### src/hdl/vsq_regs.vh
// Offsets, field positions, reset values and timing figures of the sequencer register port.
`ifndef VSQ_REGS_VH
`define VSQ_REGS_VH
`define VSQ_IO_SEQ_INDEX      16'h03c4
`define VSQ_IO_SEQUENCER_DATA_PORT       16'h03c5
`define VSQ_IO_MISC_WRITE     16'h03c2
`define VSQ_IO_MISC_READ      16'h03cc
`define VSQ_IO_MONO_INDEX     16'h03b4
`define VSQ_IO_MONO_DATA      16'h03b5
`define VSQ_IO_COLOR_INDEX    16'h03d4
`define VSQ_IO_COLOR_DATA     16'h03d5
`define VSQ_SR_RESET_CONTROL  5'h00
`define VSQ_SR_CLOCKING_MODE  5'h01
`define VSQ_SR_PLANE_WRITE    5'h02
`define VSQ_SR_FONT_SELECT    5'h03
`define VSQ_SR_MEMORY_MODE    5'h04
`define VSQ_CR_HORIZ_TOTAL    8'h00
`define VSQ_CR_HORIZ_OVERFLOW 8'h5d
`define VSQ_RESET_CONTROL_MASK 8'h03
`define VSQ_CLOCKING_MODE_MASK 8'h3d
`define VSQ_PLANE_WRITE_MASK   8'h0f
`define VSQ_FONT_SELECT_MASK   8'h3f
`define VSQ_MEMORY_MODE_MASK   8'h0e
`define VSQ_SEQ_RESET_VALUE    8'h00
`define VSQ_CRTC_INDEX_RESET   8'h00
`define VSQ_HTOTAL_RESET       8'h00
`define VSQ_BIT_EIGHT_DOT      0
`define VSQ_BIT_LOAD_SECOND    2
`define VSQ_BIT_HALF_DOT       3
`define VSQ_BIT_LOAD_FOURTH    4
`define VSQ_BIT_SCREEN_BLANK   5
`define VSQ_BIT_EXT_MEMORY     1
`define VSQ_BIT_SEQUENTIAL     2
`define VSQ_BIT_CHAIN_FOUR     3
`define VSQ_BIT_IO_BASE        0
`define VSQ_HTOTAL_OFFSET      9'd5
`define VSQ_DOTS_NINE          4'd9
`define VSQ_DOTS_EIGHT         4'd8
`endif

### src/hdl/vsq_char_clock.v
// Dot and character clock enable generator with serializer load cadence.
`timescale 1ns/1ps
`default_nettype none
`include "vsq_regs.vh"
module vsq_char_clock (
	input  wire       core_clk,
	input  wire       rst,
	input  wire       half_dot_clock,
	input  wire       eight_dot_char_select,
	input  wire       serializer_load_every_second,
	input  wire       serializer_load_every_fourth,
	input  wire [8:0] horizontal_total,
	output reg        dot_enable_reg,
	output reg        char_enable_reg,
	output reg        load_enable_reg,
	output reg  [8:0] char_count_reg
);
	reg       half_phase_reg;
	reg [3:0] dot_count_reg;
	reg [1:0] load_phase_reg;
	wire      dot_tick;
	wire      char_tick;
	wire [3:0] dots_last;
	wire [8:0] line_last;

	assign dot_tick  = ~half_dot_clock | half_phase_reg;
	assign dots_last = eight_dot_char_select ? (`VSQ_DOTS_EIGHT - 4'd1) : (`VSQ_DOTS_NINE - 4'd1);
	assign char_tick = dot_tick && (dot_count_reg >= dots_last);
	assign line_last = horizontal_total + `VSQ_HTOTAL_OFFSET - 9'd1;

	always @(posedge core_clk) begin
		if (rst) begin
			half_phase_reg  <= 1'b0;
			dot_count_reg   <= 4'h0;
			load_phase_reg  <= 2'h0;
			char_count_reg  <= 9'h000;
			dot_enable_reg  <= 1'b0;
			char_enable_reg <= 1'b0;
			load_enable_reg <= 1'b0;
		end else begin
			half_phase_reg  <= ~half_phase_reg;
			dot_enable_reg  <= dot_tick;
			char_enable_reg <= char_tick;
			load_enable_reg <= 1'b0;
			if (dot_tick) begin
				dot_count_reg <= char_tick ? 4'h0 : dot_count_reg + 4'h1;
			end
			if (char_tick) begin
				load_phase_reg <= load_phase_reg + 2'h1;
				if (serializer_load_every_fourth) begin
					load_enable_reg <= (load_phase_reg == 2'h3);
				end else if (serializer_load_every_second) begin
					load_enable_reg <= load_phase_reg[0];
				end else begin
					load_enable_reg <= 1'b1;
				end
				char_count_reg <= (char_count_reg >= line_last) ? 9'h000 : char_count_reg + 9'h001;
			end
		end
	end
endmodule // vsq_char_clock
`default_nettype wire

### src/hdl/vsq_register_port.v
// Indexed sequencer and timing-controller register port with CPU memory plane steering.
`timescale 1ns/1ps
`default_nettype none
`include "vsq_regs.vh"
module vsq_register_port #(
	parameter ADDR_WIDTH = 16,
	parameter MEM_ADDR_WIDTH = 18
) (
	input  wire                      core_clk,
	input  wire                      rst,
	input  wire                      io_write,
	input  wire                      io_read,
	input  wire [ADDR_WIDTH-1:0]     io_addr,
	input  wire [7:0]                io_wdata,
	input  wire                      mem_write,
	input  wire                      mem_read,
	input  wire [MEM_ADDR_WIDTH-1:0] mem_addr,
	input  wire                      text_mode,
	input  wire [7:0]                attribute_byte,
	output reg  [7:0]                io_rdata_reg,
	output reg                       io_hit_reg,
	output reg  [3:0]                plane_write_mask_reg,
	output reg  [3:0]                plane_read_select_reg,
	output reg  [MEM_ADDR_WIDTH-1:0] mem_plane_addr_reg,
	output reg                       mem_access_ok_reg,
	output reg  [2:0]                font_slot_reg,
	output reg                       foreground_bright_reg,
	output reg                       screen_blank_reg,
	output reg                       dot_enable_reg,
	output reg                       char_enable_reg,
	output reg                       serializer_load_reg,
	output reg  [8:0]                char_count_reg
);
	reg  [4:0] sequencer_index_port;
	reg  [7:0] sequencer_reset_control;
	reg  [7:0] clocking_mode;
	reg  [7:0] plane_write_enable;
	reg  [7:0] character_font_select;
	reg  [7:0] memory_mode_control;
	reg  [7:0] timing_ctrl_index_port;
	reg  [7:0] horizontal_total;
	reg        horizontal_overflow_extension;
	reg  [7:0] misc_output_reg;
	reg  [7:0] seq_read_next;
	reg  [7:0] io_read_next;
	reg        io_hit_next;
	reg  [3:0] plane_sel_next;
	reg  [MEM_ADDR_WIDTH-1:0] mem_addr_next;
	reg  [2:0] font_slot_next;
	wire       io_base_select;
	wire [ADDR_WIDTH-1:0] timing_index_addr;
	wire [ADDR_WIDTH-1:0] timing_data_addr;
	wire       extended_memory_enable;
	wire       sequential_addressing_select;
	wire       modulo_four_plane_addressing;
	wire [2:0] font_a_slot;
	wire [2:0] font_b_slot;
	wire [2:0] font_a_reach;
	wire [2:0] font_b_reach;
	wire       gen_dot;
	wire       gen_char;
	wire       gen_load;
	wire [8:0] gen_count;

	assign io_base_select    = misc_output_reg[`VSQ_BIT_IO_BASE];
	assign timing_index_addr = io_base_select ? `VSQ_IO_COLOR_INDEX : `VSQ_IO_MONO_INDEX;
	assign timing_data_addr  = io_base_select ? `VSQ_IO_COLOR_DATA : `VSQ_IO_MONO_DATA;
	assign extended_memory_enable       = memory_mode_control[`VSQ_BIT_EXT_MEMORY];
	assign sequential_addressing_select = memory_mode_control[`VSQ_BIT_SEQUENTIAL];
	assign modulo_four_plane_addressing = memory_mode_control[`VSQ_BIT_CHAIN_FOUR];
	assign font_b_slot  = {character_font_select[1:0], character_font_select[4]};
	assign font_a_slot  = {character_font_select[3:2], character_font_select[5]};
	assign font_b_reach = extended_memory_enable ? font_b_slot : {2'b00, font_b_slot[0]};
	assign font_a_reach = extended_memory_enable ? font_a_slot : {2'b00, font_a_slot[0]};

	vsq_char_clock u_char_clock (
		.core_clk                     (core_clk),
		.rst                          (rst),
		.half_dot_clock               (clocking_mode[`VSQ_BIT_HALF_DOT]),
		.eight_dot_char_select        (clocking_mode[`VSQ_BIT_EIGHT_DOT]),
		.serializer_load_every_second (clocking_mode[`VSQ_BIT_LOAD_SECOND]),
		.serializer_load_every_fourth (clocking_mode[`VSQ_BIT_LOAD_FOURTH]),
		.horizontal_total             ({horizontal_overflow_extension, horizontal_total}),
		.dot_enable_reg               (gen_dot),
		.char_enable_reg              (gen_char),
		.load_enable_reg              (gen_load),
		.char_count_reg               (gen_count)
	);

	always @* begin
		case (sequencer_index_port)
			`VSQ_SR_RESET_CONTROL: seq_read_next = sequencer_reset_control;
			`VSQ_SR_CLOCKING_MODE: seq_read_next = clocking_mode;
			`VSQ_SR_PLANE_WRITE:   seq_read_next = plane_write_enable;
			`VSQ_SR_FONT_SELECT:   seq_read_next = character_font_select;
			`VSQ_SR_MEMORY_MODE:   seq_read_next = memory_mode_control;
			default:               seq_read_next = 8'h00;
		endcase
	end

	always @* begin
		io_hit_next  = 1'b1;
		io_read_next = 8'h00;
		if (io_addr == `VSQ_IO_SEQ_INDEX) begin
			io_read_next = {3'b000, sequencer_index_port};
		end else if (io_addr == `VSQ_IO_SEQUENCER_DATA_PORT) begin
			io_read_next = seq_read_next;
		end else if (io_addr == `VSQ_IO_MISC_READ) begin
			io_read_next = misc_output_reg;
		end else if (io_addr == timing_index_addr) begin
			io_read_next = timing_ctrl_index_port;
		end else if (io_addr == timing_data_addr) begin
			if (timing_ctrl_index_port == `VSQ_CR_HORIZ_TOTAL) begin
				io_read_next = horizontal_total;
			end else if (timing_ctrl_index_port == `VSQ_CR_HORIZ_OVERFLOW) begin
				io_read_next = {7'h00, horizontal_overflow_extension};
			end
		end else begin
			io_hit_next = 1'b0;
		end
	end

	always @* begin
		mem_addr_next = mem_addr;
		if (modulo_four_plane_addressing) begin
			plane_sel_next = 4'h1 << mem_addr[1:0];
			mem_addr_next  = {2'b00, mem_addr[MEM_ADDR_WIDTH-1:2]};
		end else if (mem_write && sequential_addressing_select) begin
			plane_sel_next = 4'hf;
		end else begin
			plane_sel_next = mem_addr[0] ? 4'ha : 4'h5;
			mem_addr_next  = {mem_addr[MEM_ADDR_WIDTH-1:1], 1'b0};
		end
		if (!extended_memory_enable) begin
			mem_addr_next = mem_addr_next & {{(MEM_ADDR_WIDTH-15){1'b0}}, 15'h7fff};
		end
	end

	always @* begin
		if (text_mode && (font_a_reach != font_b_reach)) begin
			font_slot_next = attribute_byte[3] ? font_b_reach : font_a_reach;
		end else begin
			font_slot_next = font_a_reach;
		end
	end

	always @(posedge core_clk) begin
		if (rst) begin
			sequencer_index_port          <= 5'h00;
			sequencer_reset_control       <= `VSQ_SEQ_RESET_VALUE;
			clocking_mode                 <= `VSQ_SEQ_RESET_VALUE;
			plane_write_enable            <= `VSQ_SEQ_RESET_VALUE;
			character_font_select         <= `VSQ_SEQ_RESET_VALUE;
			memory_mode_control           <= `VSQ_SEQ_RESET_VALUE;
			timing_ctrl_index_port        <= `VSQ_CRTC_INDEX_RESET;
			horizontal_total              <= `VSQ_HTOTAL_RESET;
			horizontal_overflow_extension <= 1'b0;
			misc_output_reg               <= 8'h00;
		end else if (io_write) begin
			if (io_addr == `VSQ_IO_SEQ_INDEX) begin
				sequencer_index_port <= io_wdata[4:0];
			end else if (io_addr == `VSQ_IO_SEQUENCER_DATA_PORT) begin
				case (sequencer_index_port)
					`VSQ_SR_RESET_CONTROL: sequencer_reset_control <= io_wdata & `VSQ_RESET_CONTROL_MASK;
					`VSQ_SR_CLOCKING_MODE: clocking_mode <= io_wdata & `VSQ_CLOCKING_MODE_MASK;
					`VSQ_SR_PLANE_WRITE:   plane_write_enable <= io_wdata & `VSQ_PLANE_WRITE_MASK;
					`VSQ_SR_FONT_SELECT:   character_font_select <= io_wdata & `VSQ_FONT_SELECT_MASK;
					`VSQ_SR_MEMORY_MODE:   memory_mode_control <= io_wdata & `VSQ_MEMORY_MODE_MASK;
					default: ;
				endcase
			end else if (io_addr == `VSQ_IO_MISC_WRITE) begin
				misc_output_reg <= io_wdata;
			end else if (io_addr == timing_index_addr) begin
				timing_ctrl_index_port <= io_wdata;
			end else if (io_addr == timing_data_addr) begin
				if (timing_ctrl_index_port == `VSQ_CR_HORIZ_TOTAL) begin
					horizontal_total <= io_wdata;
				end else if (timing_ctrl_index_port == `VSQ_CR_HORIZ_OVERFLOW) begin
					horizontal_overflow_extension <= io_wdata[0];
				end
			end
		end
	end

	always @(posedge core_clk) begin
		if (rst) begin
			io_rdata_reg          <= 8'h00;
			io_hit_reg            <= 1'b0;
			plane_write_mask_reg  <= 4'h0;
			plane_read_select_reg <= 4'h0;
			mem_plane_addr_reg    <= {MEM_ADDR_WIDTH{1'b0}};
			mem_access_ok_reg     <= 1'b0;
			font_slot_reg         <= 3'h0;
			foreground_bright_reg <= 1'b0;
			screen_blank_reg      <= 1'b1;
			dot_enable_reg        <= 1'b0;
			char_enable_reg       <= 1'b0;
			serializer_load_reg   <= 1'b0;
			char_count_reg        <= 9'h000;
		end else begin
			io_rdata_reg          <= io_read ? io_read_next : 8'h00;
			io_hit_reg            <= (io_read | io_write) & io_hit_next;
			plane_write_mask_reg  <= mem_write ? (plane_sel_next & plane_write_enable[3:0]) : 4'h0;
			plane_read_select_reg <= mem_read ? plane_sel_next : 4'h0;
			mem_plane_addr_reg    <= mem_addr_next;
			mem_access_ok_reg     <= (mem_read | mem_write) & (extended_memory_enable | (mem_addr[MEM_ADDR_WIDTH-1:15] == {(MEM_ADDR_WIDTH-15){1'b0}}));
			font_slot_reg         <= font_slot_next;
			foreground_bright_reg <= attribute_byte[3] & ~(text_mode && (font_a_reach != font_b_reach));
			screen_blank_reg      <= clocking_mode[`VSQ_BIT_SCREEN_BLANK];
			dot_enable_reg        <= gen_dot;
			char_enable_reg       <= gen_char;
			serializer_load_reg   <= gen_load;
			char_count_reg        <= gen_count;
		end
	end
endmodule // vsq_register_port
`default_nettype wire

### config.mk
export PLATFORM = sky130hd
export DESIGN_NAME = vsq_register_port
export DESIGN_NICKNAME = d
export VERILOG_FILES = /design/src/hdl/vsq_char_clock.v /design/src/hdl/vsq_register_port.v
export VERILOG_INCLUDE_DIRS = /design/src /design/src/hdl
export SDC_FILE = /design/constraint.sdc
export NUM_CORES = 1
export LEC_CHECK = 0
export BUFFER_PORTS_ARGS = -buffer_cell sky130_fd_sc_hd__buf_2
export CAP_MARGIN = 20
export CORE_MARGIN = 8
export CORE_UTILIZATION = 46
export CTS_CLUSTER_SIZE = 14
export DETAILED_ROUTE_END_ITERATION = 6
export MAX_ROUTING_LAYER = met4
export PLACE_DENSITY = 0.73
export SLEW_MARGIN = 40
export SYNTH_ARGS = -nofsm -noshare
export SYNTH_HDL_FRONTEND = slang
export SYNTH_SLANG_ARGS = --single-unit
### constraint.sdc
create_clock -name core_clk -period 2.8 [get_ports core_clk]
set_input_delay 0.56 -clock core_clk [delete_from_list [all_inputs] [get_ports core_clk]]
set_output_delay 0.56 -clock core_clk [all_outputs]
set_load 0.01 [all_outputs]
# --- Word level (Yosys, flattened, before mapping) ---
# Index checks and enable logic that the tools add are counted.
classes:
  addsub: 5
  mul: 0
  div_mod_pow: 0
  order_cmp: 2
  eq_ne: 13
  shift: 1
  mux: 29
  bitwise: 21
  reduce_logical: 23
ops:
  columns: ["operator", "n"]
  rows:
  - ["$eq A16 B10 Y1 const B", 4]
  - ["$mux W8", 5]
  - ["$eq A16 B10 Y1", 2]
  - ["$pmux W6 S5", 1]
  - ["$reduce_and A4 Y1", 6]
  - ["$mux W4", 5]
  - ["$mux W16", 1]
  - ["$mux W7", 2]
  - ["$not A1 Y1", 13]
  - ["$mux W3", 4]
  - ["$eq A5 B2 Y1 const B", 2]
  - ["$reduce_or A2 Y1", 5]
  - ["$add A9 B1 Y9 const B", 1]
  - ["$add A9 B3 Y9 const B", 1]
  - ["$ge A9 B9 Y1", 1]
  - ["$mux W1", 9]
  - ["$mux W9", 1]
  - ["$sub A9 B1 Y9 const B", 1]
  - ["$eq A8 B7 Y1 const B", 1]
  - ["$logic_not A8 Y1", 1]
  - ["$reduce_and A8 Y1", 1]
  - ["$reduce_and A7 Y1", 1]
  - ["$reduce_or A3 Y1", 2]
  - ["$eq A5 B1 Y1 const B", 1]
  - ["16 further kinds", 23]
totals:
  reg_bits: 122
  latchBits: 0
  ram_bits: 0
  rom_bits: 0
  wordCells: 127
  mem_count: 0

# --- Longest topological paths before layout ---
logic_depth:
  depth_word: 8
  mapped_depth: 9
  depth_no_buf: 9

# --- Hierarchy ---
# From an unflattened synthesis, not the netlist that was laid out.
unflattened:
  hier_cells: 627
  area_unflattened_um2: 5719.2
modules_own_cells:
  columns: ["mod", "instances", "cells_per_inst", "area_each_um2", "seq_area_each_um2"]
  rows:
  - ["vsq_register_port", 1, 475, 4459.3, 2062.0]
  - ["vsq_char_clock", 1, 152, 1260.0, 380.4]

# --- Least setup slack after synthesis ---
# OpenSTA, ideal clock, no wires.
synth_timing:
  kind: "register -> register"
  startpoint: "register horizontal_total[2]"
  endpoint: "register u_char_clock.char_count_reg[0]"
  setup_ps: 157
  arrival_time_ps: 2167
  t_required_ps: 2643
  path_slack_ps: 476
  path_stages_with_launch: 9
  path_buffers: 0
  period_less_slack_ps: 2324
  cell_sequence: "dfxtp_1 > ha_1 > nand3_1 > xnor2_1 > ha_1 > nand2_1 > or3_1 > a211oi_1 > a211oi_1"
synth_via:
  elab_chain_cells: 4
synth_lines:
  columns: ["item", "line_no", "source"]
  rows:
  - ["start: declaration", "vsq_register_port.v:41", "reg [7:0] horizontal_total;"]
  - ["start signal: assignment", "vsq_register_port.v:156", "horizontal_total <= `VSQ_HTOTAL_RESET;"]
  - ["start signal: assignment", "vsq_register_port.v:177", "horizontal_total <= io_wdata;"]
  - ["$add A9 B3 Y9 (no source line)", null, null]
  - ["$sub A9 B1 Y9", "vsq_char_clock.v:29", "assign line_last = horizontal_total + `VSQ_HTOTAL_OFFSET - 9'd1;"]
  - ["$ge A9 B9 Y1", "vsq_char_clock.v:57", "char_count_reg <= (char_count_reg >= line_last) ? 9'h000 : char_count_reg + 9'h001;"]
  - ["$mux W9", "vsq_char_clock.v:57", null]
  - ["end signal: assignment", "vsq_char_clock.v:57", null]
  - ["end: declaration", "vsq_char_clock.v:16", "output reg [8:0] char_count_reg"]
# No other way between the ends.
# A chain may end at the register's enable or synchronous reset.

# --- Worst setup path after layout ---
layout_timing:
  startpoint: "register horizontal_total[2]"
  endpoint: "register u_char_clock.char_count_reg[2]"
# The elaborated chain is that of the path after synthesis.

==> summary.txt <==
Yosys
  – Primary FF master, synth: dfxtp_1
  – Post-synthesis cell count: 615
  – Library cells used by synthesis: 61
  – Sequential element share of the synthesized area: 43.6%
  – Register bit count reported by yosys: 122
  – Post-synth net total: 689
  – Top post-synthesis cells by area: dfxtp_1, mux2i_1, nor2_1, a21oi_1, ha_1
  – Synthesized cell area: 5600 sq um
  – Yosys top cell area share: 43.6%
  – Post-synth EDFFs: 0
  – Yosys warns: 0
  – Fraction of registers with async set/reset: 0%
  – Most area-hungry cell type in the Yosys netlist: dfxtp_1
  – Mean Syn Cell Area: 9.11 sq um

CTS
  – Root Buffer: clkbuf_16
  – TritonCTS clock tree: done
  – H-tree levels: 4
  – CTS Buffer Depth: 2
  – Hold-fix buffers, CTS: 0
  – Worst skew pair latency: 0.41 ns
  – Post-CTS Setup Inserts: 0
  – Post-CTS Resized: 0
  – Inserted Clock Buffers: 17
  – Clock sink total: 122
  – Clock Pin Slew Worst Setup and Hold Paths: 0.06 ns

Place
  – Detail Placement HPWL: 10600 microns
  – Placed Area: 6250 sq um
  – # port buffers: 102
  – Placed Cells: 842
  – Routability-driven placement congestion ratio: 0.917

STA
  – Max Freq: 421 MHz
  – Least-Margin Pin Slew: 0.715 ns
  – Setup TNS: 0 ns
  – RSZ-0062 raised after global routing: no
  – Tmin final: 2.37 ns
  – Worst hold margin: 0.402 ns
  – Period utilization: 84.8%
  – Worst slew margin: 52.2%
  – Setup violations, final: 0
  – Final hold violation count: 0
  – Setup Skew: 0.00885 ns
  – Max Slew Vio Count: 0

Critical path
  – CP arrival: 2.70 ns
  – Slowest CP cell: dfxtp_1
  – Top cell family by delay on the critical path: compound AO/OA/AOI/OAI gates
  – Critical-path cell list: ha_1 -> nand3_1 -> xor2_1 -> ha_1 -> a21oi_1 -> o21ai_0 -> a41oi_1 -> a211oi_1 -> buf_4 -> a211oi_1
  – Critical path fanouts, max: 8
  – Launching element type of the critical path: flip-flop
  – Crit end category: flip-flop
  – Buffers & Inverters on Critical Path: 1
  – Crit path kind: reg -> reg
  – Largest stage delay, worst path: 0.45 ns
  – CP Data Required Time: 3.12 ns

Layout
  – # fillers: 1038
  – Most frequent cells in the layout: dfxtp_1, buf_2, nor2_1
  – Layout net count: 788
  – Commonest non-fill, non-tap cell in the layout: dfxtp_1
  – FF+latch area: 2440 sq um
  – Area of the multi-input gates: 2980 sq um
  – Max FFs per register: 18
  – Layout area overhead: 22.2%
  – Antenna fix cells: 0
  – Cell Count, Final, Fillers Out: 873
  – Layout cell share with drive strength beyond 1: 21.3%
  – Final instance area: 6850 sq um

Global route
  – Largest net degree at the start of global routing: 99
  – First-pass GRT wire length: 23800 microns
  – Initial antenna violation count: 0
  – GR Util All Layers: 18.8%
  – Number of global-route vias before repair: 4798
  – GRT overflow: 0

Detailed routing
  – Initial DRC Count: 332
  – DR vias/cell: 5.69
  – DRC Markers: 0
  – Vias: 4971
  – Post-route ant nets: 0
  – Total length of routed wires: 14500 microns
  – Drt first pass iters: 6
  – DR WL/cell: 16.6 microns

Pwr
  – Clk network pwr share: 52.6%
  – Internal: 0.00329 W
  – Peak VDD IR: 343 uV
  – Sequential Power Share: 42.6%
  – Leakage Power: 2.67 nW
  – Switching power: 0.000859 W
  – Logic gate share of total power: 4.7%
  – Pwr dens: 606 nW/um^2
  – Switching fraction of total power: 20.7%

Status
  – Status: finished clean

Die
  – Core area: 12000 sq um
  – Row cnt: 40
  – Die H: 126 microns
  – Die Area: 16000 sq um
  – Top-Level Pins: 110
  – Die width: 126 microns
  – Initial Util: 46.8%

Job
  – MaxCap Viol Count: 0

Hold path
  – HP Class: in -> reg
[synthesized netlist by cell type, types with 8 or more instances]
library cell,instances
dfxtp_1,122
nor2_1,64
mux2i_1,49
a21oi_1,44
nand2_1,42
nand3_1,39
o21ai_0,30
clkbuf_1,22
nor2b_1,19
ha_1,17
inv_1,15
a211oi_1,13
nor3_1,11
nand4_1,8
[layer usage]
layer | routed length (microns) | vias to the layer above | track usage [%]
li1 | - | 2442 | -
met1 | 6580 | 2337 | 23.5
met2 | 6890 | 171 | 29.0
met3 | 818 | 21 | 4.32
met4 | 245 | 0 | 7.43
met5 | 0 | - | -
[layout make-up]
| type | instances | area share (%) |
|---|---|---|
| inverter | 15 | 0.822 |
| timing repair buffer | 112 | 8.60 |
| tap | 147 | 2.69 |
| clock inverter | 7 | 1.68 |
| multi-input combinational | 446 | 43.5 |
| sequential | 122 | 35.7 |
| clock buffer | 24 | 7.03 |
[logic make-up (layout without fill, tap and decap cells)]
group	count (synthesis)	count (layout)	share of synthesized area, %
simple gates	240	240	24.3
mux	51	51	9.36
xor+xnor	9	9	1.41
compound gates	129	129	14.3
buf+inv	47	158	3.22
flops	122	122	43.6
fa+ha+maj	17	17	3.80
[path summary, 6_finish.rpt]
path	start	slack, ns	to	cells after the start
max	horizontal_total[2]$_SDFFE_PP0P_	0.43	u_char_clock.char_count_reg[2]$_SDFFE_PP0N_	10
min	attribute_byte[3]	0.40	foreground_bright_reg$_SDFF_PP0_	2
max reg2reg	horizontal_total[2]$_SDFFE_PP0P_	0.43	u_char_clock.char_count_reg[2]$_SDFFE_PP0N_	10
min reg2reg	u_char_clock.half_phase_reg$_SDFF_PP0_	0.43	u_char_clock.half_phase_reg$_SDFF_PP0_	1
[power groups by stage]
stage	Sequential [W]	Combinational, W	Clock [W]
2_1_floorplan	0.00181	0.0000916	0
3_3_place_gp	0.00180	0.000187	0
3_5_place_dp	0.00181	0.000195	0
4_1_cts	0.00177	0.000196	0.00222
5_1_grt	0.00177	0.000215	0.00231
6_report	0.00177	0.000196	0.00219
[metrics by stage]
step / utilization [%] / power (W) / setup slack, ns
after floorplan: - / 0.00190 / 0.476
after global placement: 52.2 / 0.00199 / 0.284
after detailed placement: 52.3 / 0.00200 / 0.235
after CTS: 57.3 / 0.00418 / 0.409
after global routing: 57.3 / 0.00429 / 0.158
final: 57.3 / 0.00415 / 0.427
Note: power is estimated with default switching activity, not from simulation.
